`config.mk`:
```
export PLATFORM = sky130hd
export DESIGN_NAME = haptic_input_interpretation_ctrl
export DESIGN_NICKNAME = d
export VERILOG_FILES = /design/src/haptic_input_interpretation_pkg.sv /design/src/input_drive_mapper.sv /design/src/feedback_timing_gen.sv /design/src/haptic_input_interpretation_ctrl.sv
export VERILOG_INCLUDE_DIRS = /design/src
export SDC_FILE = /design/constraint.sdc
export NUM_CORES = 1
export LEC_CHECK = 0
export BUFFER_PORTS_ARGS = -buffer_cell sky130_fd_sc_hd__buf_4
export CORE_MARGIN = 3
export CORE_UTILIZATION = 43
export CTS_CLUSTER_SIZE = 20
export DETAILED_ROUTE_END_ITERATION = 7
export GPL_ROUTABILITY_DRIVEN = 0
export GPL_TIMING_DRIVEN = 0
export HOLD_SLACK_MARGIN = 0.1
export PLACE_DENSITY = 0.77
export SETUP_SLACK_MARGIN = 0.1
export SYNTH_ARGS = -nofsm -noshare
export SYNTH_HDL_FRONTEND = slang
export SYNTH_SLANG_ARGS = --single-unit
```
`constraint.sdc`:
```
create_clock -name aclk -period 2.2 [get_ports aclk]
set_input_delay 0.44 -clock aclk [delete_from_list [all_inputs] [get_ports aclk]]
set_output_delay 0.44 -clock aclk [all_outputs]
set_load 0.02 [all_outputs]
```
`src/haptic_input_interpretation_params.svh`:
```
`ifndef HAPTIC_INPUT_INTERPRETATION_PARAMS_SVH
`define HAPTIC_INPUT_INTERPRETATION_PARAMS_SVH

// Register byte addresses
`define CFG_ADDR 8'h1C
`define LOOP_CTRL_ADDR 8'h20
`define STATUS_ADDR 8'h24

// Configuration register fields
`define CFG_RESET 8'hF5
`define CFG_DIR_BIT 7
`define CFG_STAB_BIT 6
`define CFG_SAMPLE_HI 5
`define CFG_SAMPLE_LO 4
`define CFG_BLANK_HI 3
`define CFG_BLANK_LO 2
`define CFG_DECAY_HI 1
`define CFG_DECAY_LO 0

// Loop control register fields
`define LOOP_CTRL_RESET 8'h00
`define LOOP_CLOSED_BIT 0

// Status register fields
`define STAT_DRIVE_HI 8
`define STAT_DRIVE_LO 0
`define STAT_BRAKE_BIT 9
`define STAT_GAIN_BIT 10
`define STAT_TICK_BIT 11

// AXI responses
`define RESP_OKAY 2'h0
`define RESP_SLVERR 2'h2

// Timing
`define CLK_PERIOD_NS 40
`define SAMPLE_US_0 150
`define SAMPLE_US_1 200
`define SAMPLE_US_2 250
`define SAMPLE_US_3 300
`define US_TO_CYCLES(us) (((us) * 1000) / `CLK_PERIOD_NS)

`endif

```
`src/haptic_input_interpretation_pkg.sv`:
```
package haptic_input_interpretation_pkg;

  typedef enum logic [1:0] {
    MAP_UNIDIR,
    MAP_BIDIR_OPEN,
    MAP_BIDIR_CLOSED
  } map_mode_t;

  typedef logic [12:0] period_t;

endpackage : haptic_input_interpretation_pkg

```
`src/input_drive_mapper.sv`:
```
`timescale 1ns/1ps
`default_nettype none
`include "haptic_input_interpretation_params.svh"

module input_drive_mapper
  import haptic_input_interpretation_pkg::*;
#(
  parameter int LEVEL_W = 8
) (
  // Clock and reset
  input wire logic aclk,
  input wire logic aresetn,
  // Configuration
  input wire map_mode_t mode,
  // Playback level and feedback
  input wire logic [LEVEL_W-1:0] input_level,
  input wire logic brake_request,
  // Signed drive
  output logic signed [LEVEL_W:0] drive_level,
  output logic brake_active
);

  generate
    if (LEVEL_W < 2) begin : g_bad_width
      $error("input_drive_mapper needs LEVEL_W of at least 2");
    end
  endgenerate

  localparam logic [LEVEL_W-1:0] MID = {1'b1, {(LEVEL_W-1){1'b0}}};
  localparam logic signed [LEVEL_W:0] NEG_FULL = -$signed({1'b0, {LEVEL_W{1'b1}}});

  logic signed [LEVEL_W:0] next_drive;
  logic next_brake;
  logic [LEVEL_W-1:0] above_mid;

  always_comb begin
    above_mid = input_level - MID;
    next_drive = '0;
    next_brake = 1'b0;
    unique case (mode)
      MAP_UNIDIR: begin
        // Whole input range is magnitude, so one more bit than bidirectional
        next_drive = $signed({1'b0, input_level});
        next_brake = brake_request;
      end
      MAP_BIDIR_OPEN: begin
        // 2*level - full: 0 -> -full, mid -> +1, full -> +full
        next_drive = $signed({input_level, 1'b0}) - $signed({1'b0, {LEVEL_W{1'b1}}});
        next_brake = (input_level < MID);
      end
      MAP_BIDIR_CLOSED: begin
        if (input_level > MID) begin
          // Upper half stretched back to full scale
          next_drive = $signed({1'b0, above_mid[LEVEL_W-2:0], 1'b0})
                       + $signed({{(LEVEL_W-1){1'b0}}, above_mid[LEVEL_W-2]});
        end
        next_brake = brake_request;
      end
      default: begin
        next_drive = '0;
        next_brake = 1'b0;
      end
    endcase
    // Feedback-decided braking overrides the level with full reverse drive
    if (next_brake && mode != MAP_BIDIR_OPEN) begin
      next_drive = NEG_FULL;
    end
  end

  always_ff @(posedge aclk) begin
    if (!aresetn) begin
      drive_level <= '0;
      brake_active <= 1'b0;
    end else begin
      drive_level <= next_drive;
      brake_active <= next_brake;
    end
  end

endmodule : input_drive_mapper

`default_nettype wire

```
`src/feedback_timing_gen.sv`:
```
`timescale 1ns/1ps
`default_nettype none
`include "haptic_input_interpretation_params.svh"

module feedback_timing_gen
  import haptic_input_interpretation_pkg::*;
#(
  parameter int CNT_W = 16,
  parameter int BLANK_CYC_0 = 1,
  parameter int BLANK_CYC_1 = 2,
  parameter int BLANK_CYC_2 = 3,
  parameter int BLANK_CYC_3 = 4,
  parameter int DECAY_CYC_0 = 1,
  parameter int DECAY_CYC_1 = 2,
  parameter int DECAY_CYC_2 = 3,
  parameter int DECAY_CYC_3 = 4
) (
  // Clock and reset
  input wire logic aclk,
  input wire logic aresetn,
  // Codes
  input wire logic [1:0] sample_code,
  input wire logic [1:0] blanking_code,
  input wire logic [1:0] decay_code,
  input wire logic gain_reduce_en,
  // Feedback state
  input wire logic brake_active,
  input wire logic brake_near_done,
  // Timing outputs
  output logic sample_tick,
  output logic gain_reduce,
  output logic [CNT_W-1:0] blank_cycles,
  output logic [CNT_W-1:0] decay_cycles
);

  generate
    if (CNT_W < 1 || CNT_W > 31) begin : g_bad_cnt
      $error("feedback_timing_gen CNT_W out of range");
    end
  endgenerate

  function automatic period_t sample_period(input logic [1:0] code);
    unique case (code)
      2'h0: sample_period = period_t'(`US_TO_CYCLES(`SAMPLE_US_0));
      2'h1: sample_period = period_t'(`US_TO_CYCLES(`SAMPLE_US_1));
      2'h2: sample_period = period_t'(`US_TO_CYCLES(`SAMPLE_US_2));
      2'h3: sample_period = period_t'(`US_TO_CYCLES(`SAMPLE_US_3));
    endcase
  endfunction : sample_period

  function automatic logic [CNT_W-1:0] pick(input logic [1:0] code, input int c0,
                                            input int c1, input int c2, input int c3);
    unique case (code)
      2'h0: pick = CNT_W'(c0);
      2'h1: pick = CNT_W'(c1);
      2'h2: pick = CNT_W'(c2);
      2'h3: pick = CNT_W'(c3);
    endcase
  endfunction : pick

  period_t count;

  // A code change takes effect at the next period boundary, never mid-sample
  always_ff @(posedge aclk) begin
    if (!aresetn) begin
      count <= '0;
      sample_tick <= 1'b0;
    end else if (count == '0) begin
      count <= sample_period(sample_code) - 13'h0001;
      sample_tick <= 1'b1;
    end else begin
      count <= count - 13'h0001;
      sample_tick <= 1'b0;
    end
  end

  always_ff @(posedge aclk) begin
    if (!aresetn) begin
      gain_reduce <= 1'b0;
    end else begin
      gain_reduce <= gain_reduce_en && brake_active && brake_near_done;
    end
  end

  always_ff @(posedge aclk) begin
    if (!aresetn) begin
      blank_cycles <= '0;
      decay_cycles <= '0;
    end else begin
      blank_cycles <= pick(blanking_code, BLANK_CYC_0, BLANK_CYC_1,
                           BLANK_CYC_2, BLANK_CYC_3);
      decay_cycles <= pick(decay_code, DECAY_CYC_0, DECAY_CYC_1,
                           DECAY_CYC_2, DECAY_CYC_3);
    end
  end

endmodule : feedback_timing_gen

`default_nettype wire

```
`src/haptic_input_interpretation_ctrl.sv`:
```
// Operation
// - With direction select 0 the level maps proportionally from zero to full scale using the whole range.
// - In unidirectional mode braking comes only from the feedback brake request.
// - Direction select resets to 1, meaning bidirectional interpretation.
// - Bidirectional open loop maps linearly around mid scale from negative to positive full scale.
// - Bidirectional open loop brakes only while the level is below mid scale.
// - Bidirectional closed loop gives no drive up to mid scale and rises to full scale at the top.
// - Bidirectional closed loop brakes only on the feedback request, whatever the level.
// - With the stabilizer bit set, loop gain is reduced as braking nears its end.
// - Sample code 0..3 selects a resonance sampling period of 150, 200, 250 or 300 us.
// - Bits 3-2 hold the blanking code that sets the wait before each back-EMF conversion.
// - Bits 1-0 hold the current decay code that sets the dissipation wait between drive cycles.
// - The configuration register sits at address 0x1C.
//
// The implementer's own choices: the register offsets and register access over AXI4-Lite.
`timescale 1ns/1ps
`default_nettype none
`include "haptic_input_interpretation_params.svh"

module haptic_input_interpretation_ctrl
  import haptic_input_interpretation_pkg::*;
#(
  parameter int ADDR_W = 8,
  parameter int CNT_W = 16
) (
  // Clock and reset
  input wire logic aclk,
  input wire logic aresetn,
  // AXI4-Lite write address
  input wire logic [ADDR_W-1:0] s_axi_awaddr,
  input wire logic [2:0] s_axi_awprot,
  input wire logic s_axi_awvalid,
  output logic s_axi_awready,
  // AXI4-Lite write data
  input wire logic [31:0] s_axi_wdata,
  input wire logic [3:0] s_axi_wstrb,
  input wire logic s_axi_wvalid,
  output logic s_axi_wready,
  // AXI4-Lite write response
  output logic [1:0] s_axi_bresp,
  output logic s_axi_bvalid,
  input wire logic s_axi_bready,
  // AXI4-Lite read address
  input wire logic [ADDR_W-1:0] s_axi_araddr,
  input wire logic [2:0] s_axi_arprot,
  input wire logic s_axi_arvalid,
  output logic s_axi_arready,
  // AXI4-Lite read data
  output logic [31:0] s_axi_rdata,
  output logic [1:0] s_axi_rresp,
  output logic s_axi_rvalid,
  input wire logic s_axi_rready,
  // Playback engine and feedback loop
  input wire logic [7:0] input_level,
  input wire logic brake_request,
  input wire logic brake_near_done,
  // Output stage and feedback timing
  output logic signed [8:0] drive_level,
  output logic brake_active,
  output logic gain_reduce,
  output logic sample_tick,
  output logic [1:0] blanking_code,
  output logic [1:0] current_decay_period,
  output logic [CNT_W-1:0] blank_cycles,
  output logic [CNT_W-1:0] decay_cycles
);

  generate
    if (ADDR_W < 8 || ADDR_W > 32) begin : g_bad_addr
      $error("haptic_input_interpretation_ctrl ADDR_W must be 8 to 32");
    end
  endgenerate

  function automatic logic hits(input logic [ADDR_W-1:0] addr, input logic [7:0] reg_addr);
    hits = (addr[ADDR_W-1:2] == {{(ADDR_W-8){1'b0}}, reg_addr[7:2]});
  endfunction : hits

  // Register state
  logic [7:0] input_interp_feedback_timing;
  logic [7:0] loop_ctrl;

  logic input_direction_select;
  logic brake_gain_reduce_en;
  logic [1:0] sample_code;
  logic closed_loop;
  map_mode_t mode;

  assign input_direction_select = input_interp_feedback_timing[`CFG_DIR_BIT];
  assign brake_gain_reduce_en = input_interp_feedback_timing[`CFG_STAB_BIT];
  assign sample_code = input_interp_feedback_timing[`CFG_SAMPLE_HI:`CFG_SAMPLE_LO];
  assign closed_loop = loop_ctrl[`LOOP_CLOSED_BIT];

  // Unidirectional mode follows feedback braking even if the loop is left open
  always_comb begin
    if (!input_direction_select) begin
      mode = MAP_UNIDIR;
    end else if (closed_loop) begin
      mode = MAP_BIDIR_CLOSED;
    end else begin
      mode = MAP_BIDIR_OPEN;
    end
  end

  // Write channel state
  logic aw_held;
  logic w_held;
  logic [ADDR_W-1:0] aw_addr;
  logic [31:0] w_data;
  logic [3:0] w_strb;
  logic do_write;
  logic next_aw_held;
  logic next_w_held;
  logic write_hit;

  assign do_write = aw_held && w_held && !s_axi_bvalid;
  assign write_hit = hits(aw_addr, `CFG_ADDR) || hits(aw_addr, `LOOP_CTRL_ADDR)
                     || hits(aw_addr, `STATUS_ADDR);

  always_comb begin
    next_aw_held = aw_held;
    if (s_axi_awvalid && s_axi_awready) begin
      next_aw_held = 1'b1;
    end else if (do_write) begin
      next_aw_held = 1'b0;
    end
    next_w_held = w_held;
    if (s_axi_wvalid && s_axi_wready) begin
      next_w_held = 1'b1;
    end else if (do_write) begin
      next_w_held = 1'b0;
    end
  end

  always_ff @(posedge aclk) begin
    if (!aresetn) begin
      aw_held <= 1'b0;
      s_axi_awready <= 1'b0;
      aw_addr <= '0;
    end else begin
      aw_held <= next_aw_held;
      s_axi_awready <= !next_aw_held;
      if (s_axi_awvalid && s_axi_awready) begin
        aw_addr <= s_axi_awaddr;
      end
    end
  end

  always_ff @(posedge aclk) begin
    if (!aresetn) begin
      w_held <= 1'b0;
      s_axi_wready <= 1'b0;
      w_data <= '0;
      w_strb <= '0;
    end else begin
      w_held <= next_w_held;
      s_axi_wready <= !next_w_held;
      if (s_axi_wvalid && s_axi_wready) begin
        w_data <= s_axi_wdata;
        w_strb <= s_axi_wstrb;
      end
    end
  end

  // Status is read-only; a write there is accepted and dropped
  always_ff @(posedge aclk) begin
    if (!aresetn) begin
      s_axi_bvalid <= 1'b0;
      s_axi_bresp <= `RESP_OKAY;
    end else if (do_write) begin
      s_axi_bvalid <= 1'b1;
      s_axi_bresp <= write_hit ? `RESP_OKAY : `RESP_SLVERR;
    end else if (s_axi_bready) begin
      s_axi_bvalid <= 1'b0;
    end
  end

  always_ff @(posedge aclk) begin
    if (!aresetn) begin
      input_interp_feedback_timing <= `CFG_RESET;
    end else if (do_write && w_strb[0] && hits(aw_addr, `CFG_ADDR)) begin
      input_interp_feedback_timing <= w_data[7:0];
    end
  end

  always_ff @(posedge aclk) begin
    if (!aresetn) begin
      loop_ctrl <= `LOOP_CTRL_RESET;
    end else if (do_write && w_strb[0] && hits(aw_addr, `LOOP_CTRL_ADDR)) begin
      loop_ctrl <= {7'h00, w_data[`LOOP_CLOSED_BIT]};
    end
  end

  // Codes leave the block exactly as stored
  always_ff @(posedge aclk) begin
    if (!aresetn) begin
      blanking_code <= 2'((`CFG_RESET >> `CFG_BLANK_LO) & 8'h03);
      current_decay_period <= 2'((`CFG_RESET >> `CFG_DECAY_LO) & 8'h03);
    end else begin
      blanking_code <= input_interp_feedback_timing[`CFG_BLANK_HI:`CFG_BLANK_LO];
      current_decay_period <= input_interp_feedback_timing[`CFG_DECAY_HI:`CFG_DECAY_LO];
    end
  end

  // Read channel
  logic next_rvalid;
  logic [31:0] read_word;
  logic [1:0] read_resp;
  logic [31:0] status_word;

  assign next_rvalid = (s_axi_arvalid && s_axi_arready) || (s_axi_rvalid && !s_axi_rready);

  always_comb begin
    status_word = 32'h0000_0000;
    status_word[`STAT_DRIVE_HI:`STAT_DRIVE_LO] = drive_level;
    status_word[`STAT_BRAKE_BIT] = brake_active;
    status_word[`STAT_GAIN_BIT] = gain_reduce;
    status_word[`STAT_TICK_BIT] = sample_tick;
  end

  always_comb begin
    read_word = 32'h0000_0000;
    read_resp = `RESP_OKAY;
    if (hits(s_axi_araddr, `CFG_ADDR)) begin
      read_word = {24'h000000, input_interp_feedback_timing};
    end else if (hits(s_axi_araddr, `LOOP_CTRL_ADDR)) begin
      read_word = {24'h000000, loop_ctrl};
    end else if (hits(s_axi_araddr, `STATUS_ADDR)) begin
      read_word = status_word;
    end else begin
      read_resp = `RESP_SLVERR;
    end
  end

  always_ff @(posedge aclk) begin
    if (!aresetn) begin
      s_axi_arready <= 1'b0;
      s_axi_rvalid <= 1'b0;
      s_axi_rdata <= 32'h0000_0000;
      s_axi_rresp <= `RESP_OKAY;
    end else begin
      s_axi_arready <= !next_rvalid;
      s_axi_rvalid <= next_rvalid;
      if (s_axi_arvalid && s_axi_arready) begin
        s_axi_rdata <= read_word;
        s_axi_rresp <= read_resp;
      end
    end
  end

  input_drive_mapper #(
    .LEVEL_W(8)
  ) u_mapper (
    .aclk(aclk),
    .aresetn(aresetn),
    .mode(mode),
    .input_level(input_level),
    .brake_request(brake_request),
    .drive_level(drive_level),
    .brake_active(brake_active)
  );

  feedback_timing_gen #(
    .CNT_W(CNT_W)
  ) u_timing (
    .aclk(aclk),
    .aresetn(aresetn),
    .sample_code(sample_code),
    .blanking_code(input_interp_feedback_timing[`CFG_BLANK_HI:`CFG_BLANK_LO]),
    .decay_code(input_interp_feedback_timing[`CFG_DECAY_HI:`CFG_DECAY_LO]),
    .gain_reduce_en(brake_gain_reduce_en),
    .brake_active(brake_active),
    .brake_near_done(brake_near_done),
    .sample_tick(sample_tick),
    .gain_reduce(gain_reduce),
    .blank_cycles(blank_cycles),
    .decay_cycles(decay_cycles)
  );

endmodule : haptic_input_interpretation_ctrl

`default_nettype wire

```
==> flow_summary.yaml <==
drt:
  drc: 0
  vias_per_cell: 4.94
  post_drt_wl_per_cell_um: 13.4
  drtAntennaViolNets: 0
  wirelength_um: 8970
  dr.first_iter.drc_count: 190
  drt_first_pass_iters: 5
  routed-via-count: 3312
cells_and_area:
  final_util_pct: 60.9
  diodes: 0
  fin_area_mm2: 0.00485
  instances_no_fill: 670
  multi_input_area_mm2: 0.00180
  n_fill_cell: 709
  final_nets: 649
  register_area_mm2: 0.00161
  drive_gt1_share_pct: 29.8
  areaGrowthSynthToFinish_pct: 32.9
hold_path:
  min_path_type: "primary input to register"
  min_path_cells: 2
power:
  p_leak_nw: 2.19
  seq_power_share_pct: 41.4
  switching_share_pct: 32.7
  vdd_drop_max_v: 0.000471
  switching_power_mw: 1.40
  p_comb_share_pct: 30.3
  power_frac_clock_pct: 28.3
  cell_internal_pwr_mw: 2.87
  powerDensity_mw_per_mm2: 881
  p_total_mw: 4.27
cts:
  numCtsBuffers: 9
  postCtsHoldBufs: 0
  h-tree-depth: 3
  clockBufferDepth: 2
  cts.reportedPaths.clkPinSlew_ps: 80
  cts_tree: "done"
  clock_latency_ps: 350
  clkSinkCount: 80
  clockRootBuffer: "clkbuf_8"
die:
  chipWidth_um: 98.1
  initial_utilization_pct: 45.8
  num_rows: 32
  dieHeight_um: 98.1
  die-area_mm2: 0.00963
  coreArea_mm2: 0.00797
  num_io_pins: 164
synth:
  synth_cells: 422
  synth_most_common_cell: "dfxtp_1"
  synth_top_cell_by_area: "dfxtp_1"
  synth_top_area_share_pct: 43.9
  synth_area_mm2: 0.00365
  ys_warn_count: 0
  seq_area_frac_synth_pct: 43.9
  synthTopCellsByArea: "dfxtp_1, buf_4, nand2_1, nor2_1, a21oi_1"
  synth_area_per_cell_um2: 8.65
  ys_ff_latch: 80
  ys_types: 50
  ys.flop_type: "dfxtp_1"
  synthArstFlopShare_pct: 0
  synth_commonest_cells: "dfxtp_1, nand2_1, buf_4, nor2_1, a21oi_1"
  synth-edff-count: 0
grt:
  track_usage_pct: 18.3
  antenna_found_initial: 0
  grt_pass1_wl_um: 14300
  grt_max_degree: 15
  grt_pass1_vias: 2963
  grt_remaining_overflow: 0
timing:
  rsz0062_at_grt: "false"
  post-route-period-util_pct: 90.4
  hold_viol: 0
  tightest_slew_ps: 968
  finalCriticalPeriod_ps: 1990
  setup_viol: 0
  fmax_ghz: 0.503
  max_slew_margin_pct: 35.0
  slew_viol_final: 0
  skew_ps: 11.3
  fin_ws_ps: 211
critical_path:
  cp_max_fo: 6
  slowest_stage: "dfxtp_1"
  startpoint: "u_timing.count[8]"
  crit_path_start_kind: "register"
  crit_buf_inv: 0
  reg2reg_to: "u_timing.count[10]"
  critPathTopFamily: "simple AND/OR/NAND/NOR gates"
  regToRegSetupSlack_ps: 210
  cp.depth: 9
  cp.required_ps: 2440
  cp-endpoint: "u_timing.count[10]"
  rr_startpoint: "u_timing.count[8]"
  reg2reg_depth: 9
  crit_top_cell: "nor2_1"
  path_class: "register to register"
  worstPathArrival_ps: 2230
  worst_path_largest_cell_delay_ps: 360
  cp-end-kind: "register"
  crit_chain: "nor3_2 > nand4_1 > nor2_1 > nor2_1 > ha_2 > nand2_2 > nor4_4 > a221o_1 > and3_1"
place:
  place_ws_ps: -187
  placed_area_mm2: 0.00454
  dp_hpwl_um: 6930
  placed_cells: 649
  io_buffers: 78
run_status:
  outcome: "finished clean"
job:
  max_cap_viol_count: 0
[power groups by stage]
stage / clock network, mW / registers [mW] / logic [mW]
floorplan: 0 / 1.80 / 0.860
global placement: 0 / 1.78 / 1.13
detailed placement: 0 / 1.78 / 1.16
CTS: 1.22 / 1.76 / 1.26
global route: 1.29 / 1.79 / 1.41
finish: 1.21 / 1.77 / 1.29
[worst min-delay path by stage]
stage / slack (ps) / endpoint / startpoint
finish: 320 / u_mapper.drive_level[3] / input_level[3]
detailed placement: 450 / s_axi_rdata[10] / s_axi_rdata[10]
floorplan: 440 / w_data[1] / w_data[1]
global placement: 450 / s_axi_rdata[11] / s_axi_rdata[11]
global route: 320 / w_strb[0] / s_axi_wstrb[0]
CTS: 320 / u_mapper.drive_level[3] / input_level[3]
[cells in the final DEF (no fill, tap or decap), types with 10 or more instances in the layout]
cell      count
buf_4       131
conb_1       48
nand3_1      13
clkbuf_8     10
nand2_1      53
inv_1        11
a21oi_1      33
dfxtp_1      77
clkbuf_1     12
nor2_1       47
[area by class of cell]
type,count,area share (%)
buffer,62,8.67
clock buffer,10,2.84
clock inverter,6,1.86
inverter,11,0.851
multi-input combinational,316,37.2
sequential,80,33.1
tap,102,2.63
timing repair buffer,83,12.8
[timing repair]
item	4_1_cts	5_1_grt
setup buffers	3	2
setup endpoints to repair	3	4
pin swaps	2	4
resized for setup	6	7
[sequential cells by signal (all words and copies together) (netlist names), 2 cells and up]
name and count:
aw_addr 6, u_timing.count 13, u_timing.decay_cycles 3, blanking_code 2, w_data 8, s_axi_rdata 12
current_decay_period 2, u_timing.blank_cycles 3, u_mapper.drive_level 9, input_interp_feedback_timing 8
[metrics by stage]
stage,hold WS [ps],TNS (ps)
6_report,324,0
5_1_grt,322,0
2_1_floorplan,436,0
4_1_cts,317,0
3_5_place_dp,454,-217
3_3_place_gp,445,-155
[metal layers]
metal / GRT usage, % / wire length, um / vias up
li1: - / - / 1645
met1: 22.9 / 3760 / 1500
met2: 30.6 / 4320 / 151
met3: 4.50 / 694 / 16
met4: 6.30 / 195 / 0
met5: 0 / 0 / -
[cells by family after synthesis]
family / share of synthesized area [%]
muxes: 1.92
other: 0.103
AOI/OAI and AO/OA: 12.8
adders and majority gates: 3.77
buffers and inverters: 12.6
and+or+nand+nor: 23.7
xor gates and xnor gates: 1.20
DFF: 43.9
No activity file was read; power rests on OpenSTA's default activity.
